File: config.mk
export PLATFORM = sky130hd
export DESIGN_NAME = wgc_top
export DESIGN_NICKNAME = d
export VERILOG_FILES = /design/src/rtl/wgc_pkg.sv /design/src/rtl/wgc_top.sv
export SDC_FILE = /design/constraint.sdc
export NUM_CORES = 1
export LEC_CHECK = 0
export ABC_AREA = 1
export BUFFER_PORTS_ARGS = -buffer_cell sky130_fd_sc_hd__buf_2
export CAP_MARGIN = 10
export CORE_MARGIN = 2
export CORE_UTILIZATION = 47
export CTS_CLUSTER_SIZE = 8
export DETAILED_ROUTE_END_ITERATION = 16
export PLACE_DENSITY = 0.66
export SKIP_CTS_REPAIR_TIMING = 1
export SLEW_MARGIN = 20
export SYNTH_ARGS = -nofsm -noshare
export SYNTH_HDL_FRONTEND = slang
export SYNTH_SLANG_ARGS = --single-unit
File: constraint.sdc
create_clock -name REF_CLK_I -period 5.6 [get_ports REF_CLK_I]
set_input_delay 1.12 -clock REF_CLK_I [delete_from_list [all_inputs] [get_ports REF_CLK_I]]
set_output_delay 1.12 -clock REF_CLK_I [all_outputs]
set_load 0.02 [all_outputs]
File: src/rtl/wgc_pkg.sv
package wgc_pkg;
    // Register indexes; the byte address on the bus is four times the index.
    localparam logic [7:0] IDX_PIN_CTRL = 8'h00;
    localparam logic [7:0] IDX_WAVE_CFG = 8'h27;
    localparam logic [7:0] IDX_MARK_START = 8'h2C;
    localparam logic [7:0] IDX_MARK_CFG = 8'h2D;
    localparam logic [7:0] IDX_CONST = 8'h31;
    localparam logic [7:0] IDX_GAIN = 8'h35;
    localparam logic [7:0] IDX_RAMP_CFG = 8'h37;
    localparam logic [7:0] IDX_TW_HIGH = 8'h3E;
    localparam logic [7:0] IDX_TW_LOW = 8'h3F;
    localparam logic [7:0] IDX_PHASE = 8'h43;
    localparam logic [7:0] IDX_TRIG_CTL = 8'h44;
    localparam logic [7:0] IDX_SYNTH_CFG = 8'h45;
    localparam logic [7:0] IDX_MERGE_CFG = 8'h47;
    localparam logic [7:0] IDX_STATUS = 8'h70;

    // Field positions.
    localparam int PIN_EN_BIT = 0;
    localparam int MARK_LEVEL_BIT = 5;
    localparam int MARK_MODE_BIT = 4;
    localparam int MARK_STOP_MSB = 3;
    localparam int FIELD12_LSB = 4;
    localparam int RAMP_STEP_MSB = 7;
    localparam int RAMP_STEP_LSB = 2;
    localparam int RAMP_SHAPE_MSB = 1;
    localparam int TW_LOW_LSB = 8;
    localparam int FIRST_ONLY_BIT = 1;
    localparam int COS_BIT = 3;
    localparam int SRAM_CLK_BIT = 2;
    localparam int PHASE_MEM_BIT = 1;
    localparam int TW_MEM_BIT = 0;
    localparam int PRESTORE_MSB = 5;
    localparam int PRESTORE_LSB = 4;
    localparam int MERGE_SHIFT_MSB = 4;
    localparam logic [4:0] MERGE_SHIFT_MAX = 5'h10;

    // Reset values, and the top code of the triangle ramp.
    localparam logic [15:0] RST_ZERO = 16'h0000;
    localparam logic [15:0] RST_WAVE_CFG = 16'h0101;
    localparam logic [15:0] RST_MARK_START = 16'h0003;
    localparam logic [15:0] RST_RAMP_CFG = 16'h0104;
    localparam logic [13:0] RST_PRBS = 14'h0001;
    localparam logic [13:0] RAMP_TOP = 14'h3FFF;

    // Bus encodings.
    localparam logic [2:0] HSIZE_WORD = 3'h2;

    typedef enum logic [1:0] {
        MK_IDLE = 2'b00,
        MK_START_WAIT = 2'b01,
        MK_HIGH = 2'b10,
        MK_STOP_WAIT = 2'b11
    } wgc_mark_e;

    typedef enum logic [1:0] {
        RAMP_UP = 2'b00,
        RAMP_DOWN = 2'b01,
        RAMP_TRI = 2'b10,
        RAMP_ZERO = 2'b11
    } wgc_shape_e;

    typedef enum logic [1:0] {
        SRC_CONST = 2'b00,
        SRC_RAMP = 2'b01,
        SRC_PRBS = 2'b10,
        SRC_SYNTH = 2'b11
    } wgc_src_e;

    typedef struct packed {
        logic [15:0] pin_ctrl;
        logic [15:0] wave_cfg;
        logic [15:0] mark_start;
        logic [15:0] mark_cfg;
        logic [15:0] const_val;
        logic [15:0] gain;
        logic [15:0] ramp_cfg;
        logic [15:0] tw_high;
        logic [15:0] tw_low;
        logic [15:0] phase;
        logic [15:0] trig_ctl;
        logic [15:0] synth_cfg;
        logic [15:0] merge_cfg;
    } wgc_regs_s;

    localparam wgc_regs_s REGS_RST = '{
        pin_ctrl: RST_ZERO, wave_cfg: RST_WAVE_CFG, mark_start: RST_MARK_START,
        mark_cfg: RST_ZERO, const_val: RST_ZERO, gain: RST_ZERO,
        ramp_cfg: RST_RAMP_CFG, tw_high: RST_ZERO, tw_low: RST_ZERO,
        phase: RST_ZERO, trig_ctl: RST_ZERO, synth_cfg: RST_ZERO, merge_cfg: RST_ZERO
    };

    typedef struct packed {
        logic valid;
        logic write;
        logic [7:0] idx;
    } wgc_phase_s;
endpackage : wgc_pkg

File: src/rtl/wgc_top.sv
`timescale 1ns/10ps
module wgc_top (
    input wire logic REF_CLK_I,
    input wire logic SRST_I,
    input wire logic HSEL_I,
    input wire logic [31:0] HADDR_I,
    input wire logic [1:0] HTRANS_I,
    input wire logic HWRITE_I,
    input wire logic [2:0] HSIZE_I,
    input wire logic [31:0] HWDATA_I,
    input wire logic HREADY_I,
    output logic [31:0] HRDATA_O,
    output logic HREADYOUT_O,
    output logic HRESP_O,
    input wire logic TRIGGER_N_I,
    input wire logic PATTERN_END_I,
    input wire logic [13:0] MEM_DATA_I,
    input wire logic [13:0] DDS_SAMPLE_I,
    output logic MARKER_O,
    output logic MARKER_OE_N_O,
    output logic [13:0] SAMPLE_O,
    output logic [11:0] GAIN_O,
    output logic [23:0] TUNING_WORD_O,
    output logic [15:0] PHASE_O,
    output logic COS_SELECT_O,
    output logic SRAM_CLK_SEL_O,
    output logic START_DELAY_EN_O
);
    // ---------------- Bus slave and register file ----------------
    wgc_pkg::wgc_regs_s regs_q, regs_d;
    wgc_pkg::wgc_phase_s ph_q, ph_d;
    logic hready_q, hready_d;
    logic [31:0] rdata_q, rdata_d;
    logic resp_q;
    logic [13:0] code_q, code_d;
    logic marker_q, marker_d;
    logic [15:0] rd_val;
    logic addr_ok;

    assign addr_ok = (HADDR_I[31:10] == 22'h000000) && (HADDR_I[1:0] == 2'h0)
                     && (HSIZE_I == wgc_pkg::HSIZE_WORD);

    always_comb begin
        regs_d = regs_q;
        ph_d = ph_q;
        hready_d = 1'b1;
        rdata_d = rdata_q;
        rd_val = 16'h0000;
        case (ph_q.idx)
            wgc_pkg::IDX_PIN_CTRL: rd_val = regs_q.pin_ctrl;
            wgc_pkg::IDX_WAVE_CFG: rd_val = regs_q.wave_cfg;
            wgc_pkg::IDX_MARK_START: rd_val = regs_q.mark_start;
            wgc_pkg::IDX_MARK_CFG: rd_val = regs_q.mark_cfg;
            wgc_pkg::IDX_CONST: rd_val = regs_q.const_val;
            wgc_pkg::IDX_GAIN: rd_val = regs_q.gain;
            wgc_pkg::IDX_RAMP_CFG: rd_val = regs_q.ramp_cfg;
            wgc_pkg::IDX_TW_HIGH: rd_val = regs_q.tw_high;
            wgc_pkg::IDX_TW_LOW: rd_val = regs_q.tw_low;
            wgc_pkg::IDX_PHASE: rd_val = regs_q.phase;
            wgc_pkg::IDX_TRIG_CTL: rd_val = regs_q.trig_ctl;
            wgc_pkg::IDX_SYNTH_CFG: rd_val = regs_q.synth_cfg;
            wgc_pkg::IDX_MERGE_CFG: rd_val = regs_q.merge_cfg;
            wgc_pkg::IDX_STATUS: rd_val = {1'b0, marker_q, code_q};
            default: rd_val = 16'h0000;
        endcase
        // Writes land at the end of their zero-wait data phase.
        if (ph_q.valid && ph_q.write) begin
            case (ph_q.idx)
                wgc_pkg::IDX_PIN_CTRL: regs_d.pin_ctrl = HWDATA_I[15:0];
                wgc_pkg::IDX_WAVE_CFG: regs_d.wave_cfg = HWDATA_I[15:0];
                wgc_pkg::IDX_MARK_START: regs_d.mark_start = HWDATA_I[15:0];
                wgc_pkg::IDX_MARK_CFG: regs_d.mark_cfg = HWDATA_I[15:0];
                wgc_pkg::IDX_CONST: regs_d.const_val = HWDATA_I[15:0];
                wgc_pkg::IDX_GAIN: regs_d.gain = HWDATA_I[15:0];
                wgc_pkg::IDX_RAMP_CFG: regs_d.ramp_cfg = HWDATA_I[15:0];
                wgc_pkg::IDX_TW_HIGH: regs_d.tw_high = HWDATA_I[15:0];
                wgc_pkg::IDX_TW_LOW: regs_d.tw_low = HWDATA_I[15:0];
                wgc_pkg::IDX_PHASE: regs_d.phase = HWDATA_I[15:0];
                wgc_pkg::IDX_TRIG_CTL: regs_d.trig_ctl = HWDATA_I[15:0];
                wgc_pkg::IDX_SYNTH_CFG: regs_d.synth_cfg = HWDATA_I[15:0];
                wgc_pkg::IDX_MERGE_CFG: regs_d.merge_cfg = HWDATA_I[15:0];
                default: regs_d = regs_q;
            endcase
        end
        // A read takes one wait state so a write just before it is always seen.
        if (ph_q.valid && !ph_q.write && !hready_q) begin
            rdata_d = {16'h0000, rd_val};
            ph_d.valid = 1'b0;
        end else if (ph_q.valid && !ph_q.write) begin
            hready_d = 1'b0;
        end else begin
            ph_d.valid = 1'b0;
        end
        if (HSEL_I && HREADY_I && HTRANS_I[1]) begin
            ph_d.valid = addr_ok;
            ph_d.write = HWRITE_I;
            ph_d.idx = HADDR_I[9:2];
            if (!addr_ok) begin
                rdata_d = 32'h00000000;
            end else if (!HWRITE_I) begin
                hready_d = 1'b0;
            end
        end
    end

    always_ff @(posedge REF_CLK_I) begin
        if (SRST_I) begin
            regs_q <= wgc_pkg::REGS_RST;
            ph_q <= '0;
            hready_q <= 1'b1;
            rdata_q <= 32'h00000000;
            resp_q <= 1'b0;
        end else begin
            regs_q <= regs_d;
            ph_q <= ph_d;
            hready_q <= hready_d;
            rdata_q <= rdata_d;
            resp_q <= 1'b0;
        end
    end

    assign HRDATA_O = rdata_q;
    assign HREADYOUT_O = hready_q;
    assign HRESP_O = resp_q;

    // ---------------- Trigger synchroniser and marker sequencer ----------------
    logic trig_s1_q, trig_s2_q, trig_s3_q, trig_lvl_q, trig_lvl_d;
    logic trig_fall;
    wgc_pkg::wgc_mark_e mk_q, mk_d;
    logic [15:0] mk_cnt_q, mk_cnt_d;
    logic oe_n_q, oe_n_d;
    logic first_pend_q, first_pend_d;
    logic dly_en_q, dly_en_d;
    logic pin_en, auto_mode;
    logic [3:0] stop_dly;

    assign pin_en = regs_q.pin_ctrl[wgc_pkg::PIN_EN_BIT];
    assign auto_mode = regs_q.mark_cfg[wgc_pkg::MARK_MODE_BIT];
    assign stop_dly = regs_q.mark_cfg[wgc_pkg::MARK_STOP_MSB:0];
    // Stage one feeds only stage two; a change counts once stages two and three agree.
    assign trig_fall = trig_lvl_q && (trig_s2_q == trig_s3_q) && !trig_s2_q;

    always_comb begin
        trig_lvl_d = (trig_s2_q == trig_s3_q) ? trig_s2_q : trig_lvl_q;
        mk_d = mk_q;
        mk_cnt_d = mk_cnt_q;
        case (mk_q)
            wgc_pkg::MK_IDLE: begin
                if (trig_fall) begin
                    mk_d = (regs_q.mark_start <= 16'h0001) ? wgc_pkg::MK_HIGH
                                                           : wgc_pkg::MK_START_WAIT;
                    mk_cnt_d = regs_q.mark_start - 16'h0001;
                end
            end
            wgc_pkg::MK_START_WAIT: begin
                if (mk_cnt_q <= 16'h0001) begin
                    mk_d = wgc_pkg::MK_HIGH;
                end
                mk_cnt_d = mk_cnt_q - 16'h0001;
            end
            wgc_pkg::MK_HIGH: begin
                if (PATTERN_END_I) begin
                    mk_d = (stop_dly <= 4'h1) ? wgc_pkg::MK_IDLE : wgc_pkg::MK_STOP_WAIT;
                    mk_cnt_d = {12'h000, stop_dly} - 16'h0001;
                end
            end
            wgc_pkg::MK_STOP_WAIT: begin
                if (mk_cnt_q <= 16'h0001) begin
                    mk_d = wgc_pkg::MK_IDLE;
                end
                mk_cnt_d = mk_cnt_q - 16'h0001;
            end
            default: mk_d = wgc_pkg::MK_IDLE;
        endcase
        // With a zero stop delay the marker falls one cycle after the end, the same as with a stop delay of one.
        if (mk_q == wgc_pkg::MK_HIGH && PATTERN_END_I && stop_dly == 4'h0) begin
            mk_d = wgc_pkg::MK_IDLE;
        end
        if (!pin_en) begin
            marker_d = 1'b0;
        end else if (!auto_mode) begin
            marker_d = regs_q.mark_cfg[wgc_pkg::MARK_LEVEL_BIT];
        end else begin
            marker_d = (mk_d == wgc_pkg::MK_HIGH) || (mk_d == wgc_pkg::MK_STOP_WAIT);
        end
        oe_n_d = !pin_en;
        // Set by a trigger wins over a clear by the same-cycle pattern end.
        first_pend_d = trig_fall ? 1'b1 : (PATTERN_END_I ? 1'b0 : first_pend_q);
        dly_en_d = !regs_q.trig_ctl[wgc_pkg::FIRST_ONLY_BIT] || first_pend_d;
    end

    always_ff @(posedge REF_CLK_I) begin
        if (SRST_I) begin
            trig_s1_q <= 1'b1;
            trig_s2_q <= 1'b1;
            trig_s3_q <= 1'b1;
            trig_lvl_q <= 1'b1;
            mk_q <= wgc_pkg::MK_IDLE;
            mk_cnt_q <= 16'h0000;
            marker_q <= 1'b0;
            oe_n_q <= 1'b1;
            first_pend_q <= 1'b0;
            dly_en_q <= 1'b1;
        end else begin
            trig_s1_q <= TRIGGER_N_I;
            trig_s2_q <= trig_s1_q;
            trig_s3_q <= trig_s2_q;
            trig_lvl_q <= trig_lvl_d;
            mk_q <= mk_d;
            mk_cnt_q <= mk_cnt_d;
            marker_q <= marker_d;
            oe_n_q <= oe_n_d;
            first_pend_q <= first_pend_d;
            dly_en_q <= dly_en_d;
        end
    end

    assign MARKER_O = marker_q;
    assign MARKER_OE_N_O = oe_n_q;
    assign START_DELAY_EN_O = dly_en_q;

    // ---------------- Waveform sources and synthesizer controls ----------------
    logic [5:0] step_cnt_q, step_cnt_d;
    logic dir_down_q, dir_down_d;
    logic [13:0] prbs_q, prbs_d;
    logic [13:0] sample_q, sample_d;
    logic [23:0] tw_q, tw_d;
    logic [15:0] phase_q, phase_d;
    logic [11:0] gain_q;
    logic cos_q, sram_clk_q;
    logic [5:0] step_len;
    logic [4:0] shift;
    logic [23:0] tw_regs, tw_mask, tw_mem;
    wgc_pkg::wgc_shape_e shape;
    wgc_pkg::wgc_src_e src;

    assign shape = wgc_pkg::wgc_shape_e'(regs_q.ramp_cfg[wgc_pkg::RAMP_SHAPE_MSB:0]);
    assign src = wgc_pkg::wgc_src_e'(regs_q.wave_cfg[wgc_pkg::PRESTORE_MSB:wgc_pkg::PRESTORE_LSB]);
    // A zero step field would stall the ramp, so it holds for one sample instead.
    assign step_len = (regs_q.ramp_cfg[wgc_pkg::RAMP_STEP_MSB:wgc_pkg::RAMP_STEP_LSB] == 6'h00)
                      ? 6'h01 : regs_q.ramp_cfg[wgc_pkg::RAMP_STEP_MSB:wgc_pkg::RAMP_STEP_LSB];
    assign tw_regs = {regs_q.tw_high, regs_q.tw_low[15:wgc_pkg::TW_LOW_LSB]};
    // Shift codes past the last defined one are reserved and clamp to it.
    assign shift = (regs_q.merge_cfg[wgc_pkg::MERGE_SHIFT_MSB:0] > wgc_pkg::MERGE_SHIFT_MAX)
                   ? wgc_pkg::MERGE_SHIFT_MAX : regs_q.merge_cfg[wgc_pkg::MERGE_SHIFT_MSB:0];
    assign tw_mask = ~(24'hFFFFFF >> shift);
    assign tw_mem = (tw_regs & tw_mask) | ({MEM_DATA_I, 10'h000} >> shift);

    always_comb begin
        step_cnt_d = step_cnt_q;
        code_d = code_q;
        dir_down_d = dir_down_q;
        if (shape == wgc_pkg::RAMP_ZERO) begin
            code_d = 14'h0000;
            step_cnt_d = 6'h00;
        end else if (step_cnt_q + 6'h01 >= step_len) begin
            step_cnt_d = 6'h00;
            case (shape)
                wgc_pkg::RAMP_UP: code_d = code_q + 14'h0001;
                wgc_pkg::RAMP_DOWN: code_d = code_q - 14'h0001;
                wgc_pkg::RAMP_TRI: begin
                    if (!dir_down_q && code_q == wgc_pkg::RAMP_TOP) begin
                        dir_down_d = 1'b1;
                        code_d = code_q - 14'h0001;
                    end else if (dir_down_q && code_q == 14'h0000) begin
                        dir_down_d = 1'b0;
                        code_d = code_q + 14'h0001;
                    end else begin
                        code_d = dir_down_q ? code_q - 14'h0001 : code_q + 14'h0001;
                    end
                end
                default: code_d = 14'h0000;
            endcase
        end else begin
            step_cnt_d = step_cnt_q + 6'h01;
        end
        prbs_d = {prbs_q[12:0], prbs_q[13] ^ prbs_q[12] ^ prbs_q[11] ^ prbs_q[1]};
        case (src)
            wgc_pkg::SRC_CONST: sample_d = {regs_q.const_val[15:wgc_pkg::FIELD12_LSB], 2'h0};
            wgc_pkg::SRC_RAMP: sample_d = code_q;
            wgc_pkg::SRC_PRBS: sample_d = prbs_q;
            wgc_pkg::SRC_SYNTH: sample_d = DDS_SAMPLE_I;
            default: sample_d = 14'h0000;
        endcase
        tw_d = regs_q.synth_cfg[wgc_pkg::TW_MEM_BIT] ? tw_mem : tw_regs;
        phase_d = regs_q.synth_cfg[wgc_pkg::PHASE_MEM_BIT] ? {MEM_DATA_I, 2'h0}
                                                           : regs_q.phase;
    end

    always_ff @(posedge REF_CLK_I) begin
        if (SRST_I) begin
            step_cnt_q <= 6'h00;
            code_q <= 14'h0000;
            dir_down_q <= 1'b0;
            prbs_q <= wgc_pkg::RST_PRBS;
            sample_q <= 14'h0000;
            tw_q <= 24'h000000;
            phase_q <= 16'h0000;
            gain_q <= 12'h000;
            cos_q <= 1'b0;
            sram_clk_q <= 1'b0;
        end else begin
            step_cnt_q <= step_cnt_d;
            code_q <= code_d;
            dir_down_q <= dir_down_d;
            prbs_q <= prbs_d;
            sample_q <= sample_d;
            tw_q <= tw_d;
            phase_q <= phase_d;
            gain_q <= regs_q.gain[15:wgc_pkg::FIELD12_LSB];
            cos_q <= regs_q.synth_cfg[wgc_pkg::COS_BIT];
            sram_clk_q <= regs_q.synth_cfg[wgc_pkg::SRAM_CLK_BIT];
        end
    end

    assign SAMPLE_O = sample_q;
    assign TUNING_WORD_O = tw_q;
    assign PHASE_O = phase_q;
    assign GAIN_O = gain_q;
    assign COS_SELECT_O = cos_q;
    assign SRAM_CLK_SEL_O = sram_clk_q;
endmodule : wgc_top

==> results_dict.tcl, run 1 <==
set metrics [dict create \
    status "completed" \
    route.detailed.drc 0 \
    vdd_ir_drop_max_uv 224 \
    grt_pass1_vias 17300 \
    ys_async_sr_fraction_pct 0 \
    syn_nets 2785 \
    regArea_um2 7610 \
    cpMaxStageDelayCell "nand3_1" \
    fin_skew_ns 0.0190 \
    core_area_um2 38600 \
    grt_pass1_wl_um 96800 \
    period_needed_ns 3.13 \
    drt_iter0_drc 1692 \
    vias 18400 \
    vias_per_cell 5.62 \
    syn2layout_area_growth_pct 12.5 \
    synth.most_common_cell "nand2_1" \
    ys_seq_area_share_pct 41.6 \
    holdWs_ns 0.413 \
    wl_um 62700 \
    setup_ws_ns 2.47 \
    ys.flop_type "dfxtp_1" \
    clk_path_buf_depth 3 \
    grt-ovfl-total 0 \
    htreeDepth 2 \
    clk_pin_slew_ns 0.05 \
    worst_pin_slew_ns 1.06 \
    finalNetCount 2872 \
    netlist_top_cells_count "nand2_1, dfxtp_1, nand3_1" \
    cp_data_arrival_time_ns 3.57 \
    multi_input_area_um2 8880 \
    total_power_mw 5.90 \
    worstPathMaxFanout 33 \
    die_x_um 201 \
    ys_ff_latch 380 \
    synth_top_area_cell "dfxtp_1" \
    placed_area_um2 19200 \
    utilization_pct 53.4 \
    hpwl_um 44300 \
    hp-class "reg2reg" \
    clock_latency_ns 0.60 \
    wl_per_cell_um 19.1 \
    synthTopCellsByArea "dfxtp_1, nand2_1, nand3_1" \
    grt_max_degree 89 \
    start_kind "flop" \
    rows 72 \
    final.period_utilization_pct 56.0 \
    p_per_area_nw_per_um2 287 \
    antenna_found_initial 0 \
    dr.pass1.iters 6 \
    endpoint_kind "flop" \
    gp_congestion 0.930 \
    hold_violations 0 \
    nFillCells 3933 \
    drive_above_1_share_pct 11.5 \
    final_max_slew_viol_count 0 \
    port_buffers 190 \
    die-height_um 201 \
    tritoncts "built" \
    worstPathRequired_ns 6.04 \
    postRouteAntennaNets 0 \
    final_cells 3274 \
    final.setup.tns_ns 0 \
    diodes 0 \
    final_area_um2 20600 \
    cp_cell_sequence "nand2_1 -> nor2_4 -> nand3_1 -> o21ai_0 -> a21oi_1" \
    cts_root_buf "clkbuf_16" \
    synth_top_area_share_pct 41.6 \
    max_freq_mhz 319 \
    place_worst_setup_slack_ns 2.20 \
    numCtsBuffers 53 \
    rsz0062_at_grt "no" \
    clock_sinks 380 \
    netlist_instances 2665 \
    yosysWarnings 0 \
    timing.setup.critical_path_class "reg2reg" \
    finalSetupViolCount 0 \
    io_pins 209 \
    slowest_delay_ns 0.99 \
    die_area_um2 40500 \
    track_usage_pct 30.2 \
    p_leak_nw 8.84 \
    drv_cap 0 \
    slew_headroom_pct 29.2 \
    start_util_pct 47.5 \
    synth.distinct_cells 47 \
    syn_area_um2 18300 \
    avgSynthCellArea_um2 6.87 \
    synth_edf_count 0 \
    dp_cells 3215 \
]
-- cells in the final DEF, fill, tap and decap left out, types with 13 or more instances in the layout --
cell type,count
dfxtp_1,380
buf_2,189
clkbuf_16,54
o21ai_1,14
nor2_1,286
nand3_1,328
nand2_1,494
o21ai_0,270
a21oi_1,261
ha_1,16
inv_1,252
a211oi_1,26
buf_4,13
nor3_1,16
nand4_1,18
xor2_1,28
-- state kept, by name (all words and copies together), names as in the netlist, 2 cells and up --
signal / flops
SAMPLE_O: 14
mk_cnt_q: 16
TUNING_WORD_O: 24
step_cnt_q: 6
regs_q: 206
HRDATA_O: 32
code_q: 14
GAIN_O: 12
prbs_q: 14
mk_q: 2
PHASE_O: 16
ph_q: 10
-- final timing paths --
kind / start / endpoint / slack (ns) / cells past startpoint
setup / recovery: ph_q[5] / regs_q[87] / 2.47 / 5
hold / removal: trig_s1_q / trig_s2_q / 0.41 / 1
setup reg to reg: ph_q[5] / regs_q[87] / 2.47 / 5
hold reg to reg: trig_s1_q / trig_s2_q / 0.41 / 1
-- cells by family after synthesis --
kind of cell	after synthesis	share of synthesized area, %
buf+inv	434	9.94
simple gates	1195	28.3
xor+xnor	30	1.44
flops	380	41.6
fa+ha+maj	16	1.09
other cells	1	0.0205
compound gates	609	17.6
-- metal layers --
| metal | vias to the layer above | share of wire, % | GRT usage, % |
|---|---|---|---|
| li1 | 8899 | - | - |
| met1 | 8534 | 42 | 40.3 |
| met2 | 771 | 45 | 47.5 |
| met3 | 180 | 8.2 | 5.36 |
| met4 | 0 | 4.8 | 14.6 |
| met5 | - | 0 | 0 |
-- layout make-up --
type                    count  area share [%]
clock buffers              57            6.67
clock inverters             2           0.176
inverters                 264            4.83
multi-input cells        1851            43.1
flip-flops and latches    380            37.0
well taps                 518            3.15
repair buffers            202            5.07
-- critical path, delay by kind of cell (launching register included) --
family	cells	cell delay, ns
AND/OR/NAND/NOR	3	1.94
AO/OA/AOI/OAI	2	0.63
flip-flops	1	0.36
-- power breakdown --
part           switching, mW  total [mW]  internal, mW
combinational          0.226       0.305        0.0784
sequential            0.0118        2.73          2.72
clock                   1.16        2.87          1.70
(Power assumes the default switching activity.)
==> inputs of run 2 (changes only) <==
Settings changed: PLACE_DENSITY 0.66 to 0.69.
Clock period 5.6 ns to 2.75 ns, I/O delays scaled along.
==> results_dict.tcl, run 2 (synthesis gave the netlist of run 1 again) <==
set metrics [dict create \
    rrSetupSlack_ns 0.32 \
    drv_cap 0 \
    multi_input_area_um2 8880 \
    nFillCells 3807 \
    cp_data_arrival_time_ns 2.97 \
    worst_pin_slew_ns 0.922 \
    slowest_delay_ns 0.38 \
    period_needed_ns 2.43 \
    endpoint_kind "flop" \
    largest_reg_flops 206 \
    grt_max_degree 123 \
    wl_per_cell_um 19.0 \
    finalNetCount 2910 \
    final_common_cell "nand2_1" \
    total_power_mw 12.0 \
    final.setup.tns_ns 0 \
    die_area_um2 40500 \
    worstPathMaxFanout 13 \
    port_buffers 190 \
    grt-ovfl-total 0 \
    top_register "regs_q" \
    timing.setup.critical_path_class "reg2reg" \
    hp-class "in2reg" \
    dp_cells 3253 \
    p_leak_nw 9.03 \
    clock_latency_ns 0.61 \
    status "completed" \
    gp_congestion 0.943 \
    finalSetupViolCount 0 \
    wl_um 63000 \
    vias_per_cell 5.58 \
    p_per_area_nw_per_um2 574 \
    final_max_slew_viol_count 0 \
    tritoncts "built" \
    die-height_um 201 \
    numCtsBuffers 53 \
    clk_pin_slew_ns 0.05 \
    start_util_pct 47.5 \
    layout_common_cells "nand2_1, dfxtp_1, nand3_1" \
    clock_sinks 380 \
    hpwl_um 44100 \
    dr.pass1.iters 6 \
    diodes 0 \
    cpMaxStageDelayCell "dfxtp_1" \
    vias 18500 \
    route.detailed.drc 0 \
    hold_violations 0 \
    drive_above_1_share_pct 12.6 \
    regArea_um2 7610 \
    vdd_ir_drop_max_uv 406 \
    cts_root_buf "clkbuf_16" \
    cp_cell_sequence "ha_1 -> nand2_1 -> inv_1 -> nand2_1 -> xor2_1 -> inv_1 -> ha_1 -> nand2_1 -> inv_1 -> o211ai_1 -> nand3_1 -> nand2_1 -> inv_1 -> nand3_1 -> o21ai_1" \
    htreeDepth 2 \
    grt_pass1_wl_um 97100 \
    syn2layout_area_growth_pct 14.2 \
    rsz0062_at_grt "no" \
    antenna_found_initial 1 \
    clk_path_buf_depth 3 \
    track_usage_pct 30.3 \
    fin_skew_ns 0.0183 \
    worstPathRequired_ns 3.28 \
    core_area_um2 38600 \
    final_cells 3311 \
    final.period_utilization_pct 88.4 \
    io_pins 209 \
    die_x_um 201 \
    drt_iter0_drc 1701 \
    max_freq_mhz 411 \
    start_kind "flop" \
    rows 72 \
    grt_pass1_vias 17100 \
    slew_headroom_pct 38.5 \
    postRouteAntennaNets 0 \
]
## run 2: through the flow
| stage | instance area (um^2) | utilization [%] | hold slack (ns) | setup WS, ns |
|---|---|---|---|---|
| 3_3_place_gp | 19500 | 50.6 | 0.399 | 0.446 |
| 4_1_cts | 20900 | 54.2 | 0.118 | 0.325 |
| 6_report | 20900 | 54.2 | 0.132 | 0.318 |
| 5_1_grt | 20900 | 54.2 | 0.137 | 0.0000759 |
| 3_5_place_dp | 19500 | 50.6 | 0.405 | 0.344 |
| 2_1_floorplan | 18300 | - | 0.381 | 0.610 |
## run 2: worst paths after layout
path                       from        end  cells after the start
hold reg to reg       trig_s1_q  trig_s2_q                      1
hold / removal      TRIGGER_N_I  trig_s1_q                      2
setup reg to reg  step_cnt_q[0]  code_q[1]                     15
setup / recovery  step_cnt_q[0]  code_q[1]                     15
## run 2: layout make-up
type / instances / area share [%]
clock buffer: 56 / 6.45
multi-input combinational: 1851 / 42.5
inverter: 264 / 4.75
sequential: 380 / 36.4
timing repair buffer: 240 / 6.60
tap: 518 / 3.10
clock inverter: 2 / 0.222
## run 2: where the power goes
group / total [mW] / internal, mW / switching, mW
combinational: 0.645 / 0.177 / 0.468
sequential: 5.56 / 5.54 / 0.0237
clock: 5.79 / 3.41 / 2.38
## run 2: worst max-delay path, delay by kind of cell, from the launching register on
family          cells  cell delay [ns]
compound gates      2             0.22
xor+xnor            1             0.18
fa+ha+maj           2             0.46
buf+inv             4             0.58
flops               1             0.38
simple gates        6             0.56
## run 2: routing by layer
| layer | wire, um | global-route usage (%) |
|---|---|---|
| met4 | 2400 | 12.8 |
| met5 | 0 | 0 |
| met1 | 27000 | 41.4 |
| met3 | 5700 | 6.32 |
| met2 | 27900 | 46.5 |
==> inputs of run 3 (changes only) <==
Settings changed: CORE_MARGIN 2 to unset, PLACE_DENSITY 0.69 to 0.66.
Clock period 2.75 ns to 2.68 ns, I/O delays scaled along.
==> results_dict.tcl, run 3 (synthesis gave the netlist of run 1 again) <==
set metrics [dict create \
    status "completed" \
    hold_end "trig_s1_q" \
    gp_congestion 0.918 \
    path_buf_inv 3 \
    largest_reg_flops 206 \
    port_buffers 190 \
    drv_cap 0 \
    timing.setup.critical_path_class "reg2reg" \
    diodes 0 \
    postRouteAntennaNets 0 \
    grt_max_degree 123 \
    placed_area_um2 19600 \
    final_area_um2 21000 \
    top_register "regs_q" \
    cts_root_buf "clkbuf_16" \
    core_area_um2 38000 \
    final.setup.tns_ns 0 \
    route.detailed.drc 0 \
    layout_common_cells "nand2_1, dfxtp_1, nand3_1" \
    hold_violations 0 \
    p_leak_nw 9.07 \
    worstPathRequired_ns 3.20 \
    drive_above_1_share_pct 12.9 \
    clk_path_buf_depth 3 \
    hp-class "in2reg" \
    tritoncts "built" \
    max_freq_mhz 428 \
    cpMaxStageDelayCell "dfxtp_1" \
    finalNetCount 2916 \
    endpoint_kind "flop" \
    die_area_um2 39700 \
    slowest_delay_ns 0.38 \
    start_kind "flop" \
    vdd_ir_drop_max_uv 684 \
    antenna_found_initial 2 \
    grt_pass1_vias 17000 \
    track_usage_pct 31.7 \
    wl_um 62900 \
    cp_top_family "simple AND/OR/NAND/NOR gates" \
    cp_data_arrival_time_ns 2.86 \
    vias 18500 \
    slew_headroom_pct 36.8 \
    min_from "TRIGGER_N_I" \
    htreeDepth 2 \
    clock_latency_ns 0.60 \
    cp_cell_sequence "ha_1 -> nand2_1 -> inv_1 -> nand2_1 -> xor2_1 -> inv_1 -> ha_1 -> nand2_1 -> o21a_1 -> nand3_1 -> nand2_1 -> inv_1 -> nand3_1 -> o21ai_1" \
    final_common_cell "nand2_1" \
    dr.pass1.iters 8 \
    rrSetupSlack_ns 0.34 \
    crit_top_cell "nand2_1" \
    die-height_um 199 \
    final_max_slew_viol_count 0 \
    worstPathMaxFanout 13 \
    rows 71 \
    reg2reg_depth 14 \
    holdWs_ns 0.130 \
    syn2layout_area_growth_pct 14.6 \
    fin_skew_ns 0.0220 \
    grt-ovfl-total 0 \
    p_per_area_nw_per_um2 588 \
    wl_per_cell_um 19.0 \
    worst_pin_slew_ns 0.947 \
    drt_iter0_drc 1628 \
    r2r_end "code_q[1]" \
    finalSetupViolCount 0 \
    reg2reg_from "step_cnt_q[0]" \
    final.period_utilization_pct 87.1 \
    period_needed_ns 2.34 \
    numCtsBuffers 53 \
    holdPathStages 2 \
    clk_pin_slew_ns 0.05 \
    hpwl_um 45200 \
    rsz0062_at_grt "no" \
    io_pins 209 \
    grt_pass1_wl_um 96700 \
    vias_per_cell 5.58 \
    die_x_um 199 \
    clock_sinks 380 \
    start_util_pct 48.1 \
]
-- run 3: changes by cell type in the layout (fill, tap and decap cells not counted) --
cell / delta
buf_4: +5
buf_12: +1
clkinv_16: +1
clkinv_8: -1
inv_6: +1
-- run 3: how the worst max path moves through the flow --
stage,startpoint,to,slack (ns),cells after the start
floorplan,step_cnt_q[0],code_q[3],0.54,15
global placement,step_cnt_q[0],code_q[1],0.37,14
detailed placement,step_cnt_q[0],code_q[1],0.35,14
CTS,step_cnt_q[0],code_q[1],0.33,14
global route,step_cnt_q[0],code_q[1],0.06,15
finish,step_cnt_q[0],code_q[1],0.34,14
-- run 3: layout make-up --
class	count	area, um^2
clock buffers	56	1350
clock inverters	3	68.8
fillers	3843	17100
inverters	264	993
multi-input cells	1851	8880
flip-flops and latches	380	7610
well taps	511	639
repair buffers	246	1440
-- run 3: metal layers --
metal | GRT usage (%) | vias to the layer above | share of wire (%)
li1 | - | 8992 | -
met1 | 43.8 | 8526 | 43
met2 | 48.7 | 801 | 44
met3 | 5.06 | 142 | 9.0
met4 | 13.7 | 2 | 3.9
met5 | 0 | - | 0.022
-- run 3: stage by stage --
stage / power (mW) / worst slack, ns / cells / utilization [%]
final: 12.3 / 0.345 / 3311 / 55.2
after global routing: 12.7 / 0.0611 / 3311 / 55.2
after CTS: 12.4 / 0.328 / 3311 / 55.2
after detailed placement: 6.47 / 0.348 / 3252 / 51.4
after global placement: 6.46 / 0.375 / 3252 / 51.4
after floorplan: 6.20 / 0.540 / 2665 / -
-- run 3: power breakdown --
group / switching, mW / internal, mW
logic: 0.481 / 0.181
registers: 0.0244 / 5.68
clock network: 2.45 / 3.52
